**src/cdba_defines.svh**
```systemverilog
// Constants for the change driven broadcast aggregator: register map, field
// positions, limits, reset values and timing.
// Assumes inclusion by bare name from each design file that needs it.
`ifndef CDBA_DEFINES_SVH
`define CDBA_DEFINES_SVH

// ==========================================================================
// Register byte offsets.
// ==========================================================================
`define CDBA_OFS_STATUS    8'h00
`define CDBA_OFS_DELIVERY  8'h04
`define CDBA_OFS_INTERVAL  8'h08
`define CDBA_OFS_UDP_PORT  8'h0C
`define CDBA_OFS_RSRC_ADDR 8'h10
`define CDBA_OFS_BLK_CFG   8'h14
`define CDBA_OFS_BCAST_ID  8'h18
`define CDBA_OFS_RX_JOBS   8'h1C

// ==========================================================================
// Field positions.
// ==========================================================================
`define CDBA_ST_TIMER_BIT  11
`define CDBA_ST_PROG_BIT   12
`define CDBA_ST_ERR_BIT    13
`define CDBA_CFG_VALID_BIT 31
`define CDBA_MARK_BIT      31

// ==========================================================================
// Limits.
// ==========================================================================
`define CDBA_BUF_MAX       11'd1472
`define CDBA_ITEM_OVH      11'd4
`define CDBA_BLK_MAX_BYTES 10'd110
`define CDBA_BLK_MAX_ITEMS 9'd272
`define CDBA_WORD_MAX_CNT  9'd55
`define CDBA_PACK_MAX_B    10'd34
`define CDBA_RSRC_MAX      32'h0000_FFFF
`define CDBA_INTERVAL_MAX  10'd655
`define CDBA_RX_JOBS_MAX   7'd64
`define CDBA_SEND_JOBS     4
`define CDBA_BLKS_PER_JOB  8
`define CDBA_SLOTS         32

// ==========================================================================
// Reset values.
// ==========================================================================
`define CDBA_RST_DELIVERY  16'h0064
`define CDBA_RST_INTERVAL  10'h000
`define CDBA_RST_UDP_PORT  16'h05E2

// ==========================================================================
// Timing.
// ==========================================================================
`define CDBA_CLK_MHZ       200
`define CDBA_TICK_MS       1
`define CDBA_MS_PER_S      10'd1000

`endif

```
**src/cdba_pkg.sv**
```systemverilog
// Types shared by the broadcast aggregator modules.
// Assumes nothing of its surroundings.
`default_nettype none
package cdba_pkg;

  // Memory type of a sending block; only the first three report changes.
  typedef enum logic [1:0] {
    CDBA_MT_WORD   = 2'h0,
    CDBA_MT_PACKED = 2'h1,
    CDBA_MT_BYTE   = 2'h2,
    CDBA_MT_OTHER  = 2'h3
  } cdba_mem_type;

endpackage

`default_nettype wire

```
**src/cdba_buf2.sv**
```systemverilog
// Two-entry valid/ready buffer in the aggregator's output stream.
// Assumes one clock and a synchronous active high reset.
`timescale 1ns/100ps
`default_nettype none

module cdba_buf2 #(
  parameter int W = 32
) (
  input  wire logic         sys_clk_in,
  input  wire logic         rst_in,
  input  wire logic         in_valid_in,
  output logic              in_ready_out,
  input  wire logic [W-1:0] in_data_in,
  output logic              out_valid_out,
  input  wire logic         out_ready_in,
  output logic      [W-1:0] out_data_out
);

  logic [W-1:0] mem_q [2];
  logic         rd_q;
  logic         wr_q;
  logic [1:0]   cnt_q;
  logic         push;
  logic         pop;

  assign in_ready_out  = (cnt_q != 2'h2);
  assign out_valid_out = (cnt_q != 2'h0);
  assign out_data_out  = mem_q[rd_q];
  assign push          = in_valid_in & in_ready_out;
  assign pop           = out_valid_out & out_ready_in;

  always_ff @(posedge sys_clk_in) begin
    if (push) begin
      mem_q[wr_q] <= in_data_in;
    end
  end

  always_ff @(posedge sys_clk_in) begin
    if (rst_in) begin
      rd_q  <= 1'b0;
      wr_q  <= 1'b0;
      cnt_q <= 2'h0;
    end else begin
      if (push) begin
        wr_q <= ~wr_q;
      end
      if (pop) begin
        rd_q <= ~rd_q;
      end
      cnt_q <= cnt_q + {1'b0, push} - {1'b0, pop};
    end
  end

endmodule

`default_nettype wire

```
**src/cdba_top.sv**
```systemverilog
// Change driven broadcast aggregator: scans the leading word of 32 blocks and
// queues changes into frames closed on a full buffer or an expired timer.
// Assumes one AHB-Lite master, a same-cycle memory scan and a frame sender.
//
// Implementation choices: the register addresses and register access over AHB-Lite.
`timescale 1ns/100ps
`default_nettype none
`include "cdba_defines.svh"

// Overview of operation
// - Reject remote source start address above 65535.
// - Send jobs run once configured, no trigger.
// - Program mode suspends all send activity.
// - First change starts timer; buffer holds 1472.
// - Send when full or delivery timer expires.
// - Send on configured port; receivers listen there.
// - At most 4 send, 64 receive jobs.
// - Eight blocks per job, change-reporting types only.
// - Block limit 110 bytes and 272 items.
// - Reject words over 55, packed over 34 bytes.
// - Only leading word watched; whole block queued.
// - Byte size from count and type units.
// - After send, timer zero until new data.
// - Nonzero interval queues all blocks each interval.
module cdba_top #(
  parameter int TICK_CYCLES = `CDBA_CLK_MHZ * 1000 * `CDBA_TICK_MS
) (
  input  wire logic        sys_clk_in,
  input  wire logic        rst_in,
  input  wire logic        hsel,
  input  wire logic [31:0] haddr,
  input  wire logic [1:0]  htrans,
  input  wire logic        hwrite,
  input  wire logic [2:0]  hsize,
  input  wire logic [31:0] hwdata,
  input  wire logic        hready,
  output logic             hreadyout,
  output logic             hresp,
  output logic      [31:0] hrdata,
  input  wire logic        prog_mode_in,
  output logic      [4:0]  scan_slot_out,
  input  wire logic [15:0] scan_word_in,
  output logic             item_valid_out,
  input  wire logic        item_ready_in,
  output logic      [31:0] item_data_out,
  output logic      [15:0] bcast_port_out
);

  function automatic logic [9:0] blk_bytes(input logic [1:0] t, input logic [8:0] c);
    unique case (cdba_pkg::cdba_mem_type'(t))
      cdba_pkg::CDBA_MT_WORD:   blk_bytes = {c, 1'b0};
      cdba_pkg::CDBA_MT_PACKED: blk_bytes = {4'h0, 6'((c + 9'd7) >> 3)};
      default:                  blk_bytes = {1'b0, c};
    endcase
  endfunction

  function automatic logic blk_ok(input logic [1:0] t, input logic [8:0] c);
    logic [9:0] b;
    b = blk_bytes(t, c);
    blk_ok = (cdba_pkg::cdba_mem_type'(t) != cdba_pkg::CDBA_MT_OTHER)
           && (c <= `CDBA_BLK_MAX_ITEMS) && (b <= `CDBA_BLK_MAX_BYTES)
           && !(cdba_pkg::cdba_mem_type'(t) == cdba_pkg::CDBA_MT_WORD
                && c > `CDBA_WORD_MAX_CNT)
           && !(cdba_pkg::cdba_mem_type'(t) == cdba_pkg::CDBA_MT_PACKED
                && b > `CDBA_PACK_MAX_B);
  endfunction

  logic [2:0]  prog_sync_q;
  logic        prog_q;
  logic [7:0]  addr_q;
  logic        wr_q;
  logic [31:0] rdata_d;
  logic [31:0] rdata_q;
  logic [15:0] delivery_q;
  logic [9:0]  interval_q;
  logic [15:0] port_q;
  logic [31:0] rsrc_q;
  logic [31:0] cfg_last_q;
  logic [7:0]  bid_q [`CDBA_SEND_JOBS];
  logic [6:0]  rx_jobs_q;
  logic        err_q;
  logic        blk_vld_q  [`CDBA_SLOTS];
  logic [6:0]  blk_size_q [`CDBA_SLOTS];
  logic [15:0] prev_q     [`CDBA_SLOTS];
  logic [31:0] force_q;
  logic [4:0]  slot_q;
  logic [10:0] fill_q;
  logic        run_q;
  logic [15:0] dly_q;
  logic [31:0] div_q;
  logic        ms_tick;
  logic [9:0]  ms_cnt_q;
  logic [9:0]  sec_cnt_q;
  logic        ivl_tick;
  logic        wr_en;
  logic        bad_wr;
  logic        changed;
  logic [10:0] need;
  logic        need_flush;
  logic        push;
  logic        push_mark;
  logic        push_item;
  logic [31:0] push_data;
  logic        buf_ready;
  logic        buf_valid;

  assign hreadyout = 1'b1;
  assign hresp     = 1'b0;
  assign hrdata    = rdata_q;
  assign bcast_port_out = port_q;
  // ========================================================================
  // Program mode pin synchroniser.
  // ========================================================================
  always_ff @(posedge sys_clk_in) begin
    if (rst_in) begin
      prog_sync_q <= 3'h0;
      prog_q      <= 1'b0;
    end else begin
      prog_sync_q <= {prog_sync_q[1:0], prog_mode_in};
      if (prog_sync_q[1] == prog_sync_q[2]) begin
        prog_q <= prog_sync_q[2];
      end
    end
  end

  // ========================================================================
  // AHB-Lite slave: read data is fetched in the address phase.
  // ========================================================================
  always_comb begin
    unique case (haddr[7:0])
      `CDBA_OFS_STATUS:    rdata_d = {18'h0_0000, err_q, prog_q, run_q, fill_q};
      `CDBA_OFS_DELIVERY:  rdata_d = {16'h0000, delivery_q};
      `CDBA_OFS_INTERVAL:  rdata_d = {22'h00_0000, interval_q};
      `CDBA_OFS_UDP_PORT:  rdata_d = {16'h0000, port_q};
      `CDBA_OFS_RSRC_ADDR: rdata_d = rsrc_q;
      `CDBA_OFS_BLK_CFG:   rdata_d = cfg_last_q;
      `CDBA_OFS_BCAST_ID:  rdata_d = {bid_q[3], bid_q[2], bid_q[1], bid_q[0]};
      `CDBA_OFS_RX_JOBS:   rdata_d = {25'h000_0000, rx_jobs_q};
      default:             rdata_d = 32'h0000_0000;
    endcase
  end

  always_ff @(posedge sys_clk_in) begin
    if (rst_in) begin
      addr_q  <= 8'h00;
      wr_q    <= 1'b0;
      rdata_q <= 32'h0000_0000;
    end else if (hready) begin
      wr_q   <= hsel & htrans[1] & hwrite;
      addr_q <= haddr[7:0];
      if (hsel & htrans[1] & ~hwrite) begin
        rdata_q <= rdata_d;
      end
    end
  end
  assign wr_en  = wr_q;
  assign bad_wr = wr_en && (
      (addr_q == `CDBA_OFS_RSRC_ADDR && hwdata > `CDBA_RSRC_MAX) ||
      (addr_q == `CDBA_OFS_INTERVAL && hwdata[9:0] > `CDBA_INTERVAL_MAX) ||
      (addr_q == `CDBA_OFS_RX_JOBS && hwdata[6:0] > `CDBA_RX_JOBS_MAX) ||
      (addr_q == `CDBA_OFS_BLK_CFG && hwdata[`CDBA_CFG_VALID_BIT]
       && !blk_ok(hwdata[6:5], hwdata[15:7])));
  always_ff @(posedge sys_clk_in) begin
    if (rst_in) begin
      delivery_q <= `CDBA_RST_DELIVERY;
      interval_q <= `CDBA_RST_INTERVAL;
      port_q     <= `CDBA_RST_UDP_PORT;
      rsrc_q     <= 32'h0000_0000;
      cfg_last_q <= 32'h0000_0000;
      rx_jobs_q  <= 7'h00;
      err_q      <= 1'b0;
      for (int j = 0; j < `CDBA_SEND_JOBS; j++) begin
        bid_q[j] <= 8'h00;
      end
    end else begin
      if (bad_wr) begin
        err_q <= 1'b1;
      end else if (wr_en && addr_q == `CDBA_OFS_STATUS && hwdata[`CDBA_ST_ERR_BIT]) begin
        err_q <= 1'b0;
      end
      if (wr_en && !bad_wr) begin
        unique case (addr_q)
          `CDBA_OFS_DELIVERY:  delivery_q <= hwdata[15:0];
          `CDBA_OFS_INTERVAL:  interval_q <= hwdata[9:0];
          `CDBA_OFS_UDP_PORT:  port_q <= hwdata[15:0];
          `CDBA_OFS_RSRC_ADDR: rsrc_q <= hwdata;
          `CDBA_OFS_BLK_CFG:   cfg_last_q <= hwdata;
          `CDBA_OFS_BCAST_ID:  bid_q[hwdata[1:0]] <= hwdata[15:8];
          `CDBA_OFS_RX_JOBS:   rx_jobs_q <= hwdata[6:0];
          default:             ;
        endcase
      end
    end
  end
  // Block table: 4 jobs of 8 slots each, slot = job * 8 + block.
  always_ff @(posedge sys_clk_in) begin
    if (rst_in) begin
      for (int s = 0; s < `CDBA_SLOTS; s++) begin
        blk_vld_q[s]  <= 1'b0;
        blk_size_q[s] <= 7'h00;
      end
    end else if (wr_en && !bad_wr && addr_q == `CDBA_OFS_BLK_CFG) begin
      blk_vld_q[hwdata[4:0]]  <= hwdata[`CDBA_CFG_VALID_BIT];
      blk_size_q[hwdata[4:0]] <= 7'(blk_bytes(hwdata[6:5], hwdata[15:7]));
    end
  end

  // ========================================================================
  // Millisecond and interval timers.
  // ========================================================================
  assign ms_tick  = !prog_q && (div_q == 32'(TICK_CYCLES - 1));
  assign ivl_tick = ms_tick && (interval_q != 10'h000) && (ms_cnt_q == `CDBA_MS_PER_S - 10'd1)
                    && (sec_cnt_q == interval_q - 10'd1);
  always_ff @(posedge sys_clk_in) begin
    if (rst_in) begin
      div_q     <= 32'h0000_0000;
      ms_cnt_q  <= 10'h000;
      sec_cnt_q <= 10'h000;
    end else if (!prog_q) begin
      div_q <= ms_tick ? 32'h0000_0000 : div_q + 32'h0000_0001;
      if (ms_tick) begin
        ms_cnt_q <= (ms_cnt_q == `CDBA_MS_PER_S - 10'd1) ? 10'h000 : ms_cnt_q + 10'd1;
        if (ms_cnt_q == `CDBA_MS_PER_S - 10'd1) begin
          sec_cnt_q <= (ivl_tick || interval_q == 10'h000) ? 10'h000 : sec_cnt_q + 10'd1;
        end
      end
    end
  end

  // ========================================================================
  // Scan, change detection and buffer accounting.
  // ========================================================================
  assign scan_slot_out = slot_q;
  assign changed    = blk_vld_q[slot_q] && (scan_word_in != prev_q[slot_q] || force_q[slot_q]);
  assign need       = {4'h0, blk_size_q[slot_q]} + `CDBA_ITEM_OVH;
  assign need_flush = (fill_q != 11'h000) && ((run_q && dly_q >= delivery_q)
                      || (changed && fill_q + need > `CDBA_BUF_MAX)
                      || fill_q == `CDBA_BUF_MAX);
  assign push       = !prog_q && buf_ready && (need_flush || changed);
  assign push_mark  = push && need_flush;
  assign push_item  = push && !need_flush;
  assign push_data  = need_flush ? {1'b1, 20'h0_0000, fill_q}
                                 : {1'b0, slot_q, blk_size_q[slot_q], 3'h0, scan_word_in};
  always_ff @(posedge sys_clk_in) begin
    if (rst_in) begin
      slot_q <= 5'h00;
    end else if (!prog_q && buf_ready && !need_flush) begin
      slot_q <= slot_q + 5'h01;
    end
  end

  always_ff @(posedge sys_clk_in) begin
    if (rst_in) begin
      for (int s = 0; s < `CDBA_SLOTS; s++) begin
        prev_q[s] <= 16'h0000;
      end
    end else if (push_item || (!prog_q && buf_ready && !need_flush && !changed)) begin
      prev_q[slot_q] <= scan_word_in;
    end
  end

  always_ff @(posedge sys_clk_in) begin
    if (rst_in) begin
      force_q <= 32'h0000_0000;
    end else if (ivl_tick) begin
      force_q <= 32'hFFFF_FFFF;
    end else if (push_item) begin
      force_q[slot_q] <= 1'b0;
    end
  end

  always_ff @(posedge sys_clk_in) begin
    if (rst_in) begin
      fill_q <= 11'h000;
      run_q  <= 1'b0;
      dly_q  <= 16'h0000;
    end else if (push_mark) begin
      fill_q <= 11'h000;
      run_q  <= 1'b0;
      dly_q  <= 16'h0000;
    end else begin
      if (push_item) begin
        fill_q <= fill_q + need;
        run_q  <= 1'b1;
      end
      if (run_q && ms_tick && dly_q != 16'hFFFF) begin
        dly_q <= dly_q + 16'h0001;
      end
    end
  end

  cdba_buf2 #(.W(32)) u_buf (
    .sys_clk_in    (sys_clk_in),
    .rst_in        (rst_in),
    .in_valid_in   (push),
    .in_ready_out  (buf_ready),
    .in_data_in    (push_data),
    .out_valid_out (buf_valid),
    .out_ready_in  (item_ready_in & ~prog_q),
    .out_data_out  (item_data_out)
  );
  assign item_valid_out = buf_valid & ~prog_q;
endmodule

`default_nettype wire

```
**config.mk**
```make
export PLATFORM = sky130hd
export DESIGN_NAME = cdba_top
export DESIGN_NICKNAME = d
export VERILOG_FILES = /design/src/cdba_pkg.sv /design/src/cdba_buf2.sv /design/src/cdba_top.sv
export VERILOG_INCLUDE_DIRS = /design/src
export SDC_FILE = /design/constraint.sdc
export NUM_CORES = 2
export LEC_CHECK = 0
export ABC_AREA = 1
export BUFFER_PORTS_ARGS = -buffer_cell sky130_fd_sc_hd__buf_4
export CORE_MARGIN = 5
export CORE_UTILIZATION = 62
export CTS_CLUSTER_DIAMETER = 60
export DETAILED_ROUTE_END_ITERATION = 12
export GPL_TIMING_DRIVEN = 0
export HOLD_SLACK_MARGIN = 0.03
export PLACE_DENSITY = 0.79
export SLEW_MARGIN = 10
export SYNTH_ARGS = -nofsm -noshare
export SYNTH_HDL_FRONTEND = slang
export SYNTH_SLANG_ARGS = --single-unit
```
**constraint.sdc**
```tcl
create_clock -name sys_clk_in -period 9 [get_ports sys_clk_in]
set_clock_uncertainty 0.15 [all_clocks]
set_input_delay 2.25 -clock sys_clk_in [delete_from_list [all_inputs] [get_ports sys_clk_in]]
set_output_delay 2.25 -clock sys_clk_in [all_outputs]
set_load 0.005 [all_outputs]
```
==> impl_metrics.yaml <==
placed_design:
  gp_congestion: 1.034
  io_buffers: 141
  dp_hpwl_um: 138600
  placed_area_um2: 55440
synthesis:
  synth.area.top_cells: "edfxtp_1 49%, dfxtp_1 11%, nand2_1 8.8%"
  synth-seq-area-share_pct: 59.59
  synth.avg_cell_area_um2: 9.202
  synth_cell_types: 57
  synth_ff_type: "edfxtp_1"
  synth_top_area_cell: "edfxtp_1"
  yosysMostFrequentCell: "nand2_1"
  syn_inst: 5743
  synth_seq_cells: 1144
  synth_top_area_share_pct: 48.76
  postSynth.asyncResetShare_pct: 0
  synth-edff-count: 858
  syn_area_um2: 52840
  synth-warning-count: 0
  synth_common_cells: "1242 x nand2_1, 1106 x nor2_1, 858 x edfxtp_1"
clock_tree:
  cts-root-buf: "clkbuf_16"
  clock_latency_ns: 0.72
  clkSinkCount: 1144
  clk_path_buf_depth: 3
  cts_tree: "done"
  postCtsSetupBuffers: 0
  clkSlewWorstSetupHoldPaths_ns: 0.06
  cts_max_level: 3
  cts_made_buffers: 115
flow_run:
  max_cap_viol_count: 0
setup_path:
  critPathLaunchType: "register"
  crit_end: "prev_q[29][1]"
  r2r-end: "prev_q[29][1]"
  criticalPathCategory: "reg -> reg"
  cpPeakStageDelay_ns: 0.79
  worst_ep_arrival_time_ns: 8.99
  cp_common_cell: "nand2_1"
  r2r_setup_slack_ns: 0.17
  crit_path_end_kind: "register"
  r2r_cells: 31
  cp.required_ns: 9.16
  slowest_stage: "nand2_1"
  critPathMaxFanout: 16
cells_and_area:
  layout.nets: 6141
  final_area_um2: 59340
  syn_to_final_growth_pct: 12.29
  multi_input_area_um2: 18520
  seqCellArea_um2: 31490
  n_fill_cell: 6607
  final_layout_size_suffix_gt1_share_pct: 9.921
floorplan:
  rows: 107
  core_um2: 84880
  dieWidth_um: 301.9
  die_h_um: 301.9
  die_area_um2: 91170
  initial_core_util_pct: 62.26
  io_pins: 180
global_routing:
  antenna_found_initial: 3
  grt_pass1_vias: 43969
  met3_usage_pct: 14.60
  use_met1_pct: 54.08
  gr-total-overflow: 0
  grt_pass1_wl_um: 283300
  met2_usage_pct: 63.32
  grt_max_degree: 18
  grt-busiest-layer: "met2"
  grt.total_usage_pct: 42.30
timing:
  hold_slack_ns: 0.2521
  hold_viol: 0
  max_clock_freq_mhz: 113.3
  worstMarginPinSlew_ns: 1.334
  setup_violations: 0
  finalCritPeriodShare_pct: 98.09
  post-route-min-period_ns: 8.828
  slew_headroom_pct: 10.40
  slew_violations: 0
drt:
  route.detailed.drc: 0
  ant_nets: 0
  vias: 46627
  vias_per_cell: 6.428
  wl_um: 196600
  drtIter0Drc: 8358
  firstDrtPassIters: 10
  wire_per_inst_um: 27.10
worst_hold_path:
  hold_class: "reg -> reg"
  hold_path_startpoint: "prog_sync_q[0]"
outcome:
  status: "complete, no violations"
power_and_ir_drop:
  power.density_nw_per_um2: 258.6
  vdd_drop_max_v: 0.0001929
  p_leak_uw: 0.02316
  power.total_uw: 15340
## area by class of cell
cell class,count,area share [%]
flip-flops and latches,1144,53.07
multi-input cells,3953,31.22
clock buffers,153,5.398
plain buffers,387,3.279
well taps,1144,2.412
repair buffers,144,1.896
inverters,262,1.662
clock inverters,65,1.063
diodes,2,0.008434
## worst min-delay path by stage
stage,cells after the start,endpoint,slack (ns)
after floorplan,2,prog_sync_q[1],0.24
after global routing,2,prog_sync_q[1],0.28
after CTS,2,prog_sync_q[1],0.25
final,2,prog_sync_q[1],0.25
after global placement,2,prog_sync_q[1],0.24
after detailed placement,2,prog_sync_q[1],0.24
## flip-flops by register name, summed over array words and instances (netlist names), 11 cells and up, named ones only
signal          count
bcast_port_out     16
bid_q              32
blk_size_q        224
blk_vld_q          32
cfg_last_q         32
delivery_q         16
div_q              32
dly_q              16
fill_q             11
force_q            32
hrdata             32
prev_q            512
rsrc_q             32
u_buf.mem_q        58
## layer usage
layer  vias up  wire (um)
li1      20048          -
met1     21588      66110
met2      4092      84480
met3       895      31760
met4         4      14200
met5         -         24
## layout by cell type (no fill, tap or decap), types with 20 or more instances in the layout
| cell | n |
|---|---|
| nand2_1 | 1227 |
| nor2_1 | 1104 |
| edfxtp_1 | 858 |
| nand3_1 | 607 |
| dfxtp_1 | 286 |
| o21ai_0 | 249 |
| a21oi_1 | 246 |
| inv_1 | 237 |
| clkbuf_1 | 227 |
| buf_4 | 169 |
| clkbuf_16 | 118 |
| nor3_1 | 82 |
| buf_2 | 78 |
| o221ai_1 | 45 |
| ha_1 | 41 |
| clkinv_1 | 39 |
| o22ai_1 | 32 |
| nand4_1 | 32 |
| buf_6 | 32 |
| xor2_1 | 32 |
| nand2_4 | 30 |
| mux2_2 | 29 |
| nand3_2 | 29 |
| buf_1 | 22 |
| nor4_1 | 22 |
| clkbuf_2 | 20 |
| clkinv_2 | 20 |
## through the flow
stage                     setup slack, ns   TNS, ns  cells  util (%)
after floorplan                     2.745         0   5746         -
after global placement            -0.5323    -29.96   7031     65.21
after detailed placement          0.01625         0   7034     65.32
after CTS                          0.1645         0   7252     69.84
after global routing            -0.007310  -0.04209   7253     69.91
final                              0.1718         0   7254     69.91
## cells by family after synthesis
logic type | Yosys count | share of synthesized area [%]
and+or+nand+nor | 3177 | 25.43
xor gates and xnor gates | 43 | 0.7127
adders and majority gates | 42 | 1.009
muxes | 29 | 0.6180
other | 2 | 0.01421
AOI/OAI and AO/OA | 657 | 7.124
buffers and inverters | 649 | 5.503
DFF | 1144 | 59.59
## power breakdown
group | total [uW] | internal (uW) | switching [uW]
Sequential | 6130 | 6010 | 118
Clock | 4940 | 2810 | 2130
Combinational | 4280 | 1120 | 3160
Total | 15300 | 9940 | 5410
## critical path, delay by kind of cell (launching register included)
kind | cells | cell delay [ns]
adder cells (fa/ha/maj) | 2 | 0.75
AND/OR/NAND/NOR | 15 | 2.55
XOR/XNOR | 1 | 0.19
AO/OA/AOI/OAI | 6 | 1.38
buffers and inverters | 7 | 3.05
flip-flops | 1 | 0.30
## repair_timing
action | 4_1_cts | 5_1_grt
pin swaps | 0 | 0
hold buffers | 0 | 0
resized for setup | 1 | 58
setup endpoints to repair | 16 | 512
Note: power is estimated with default switching activity, not from simulation.
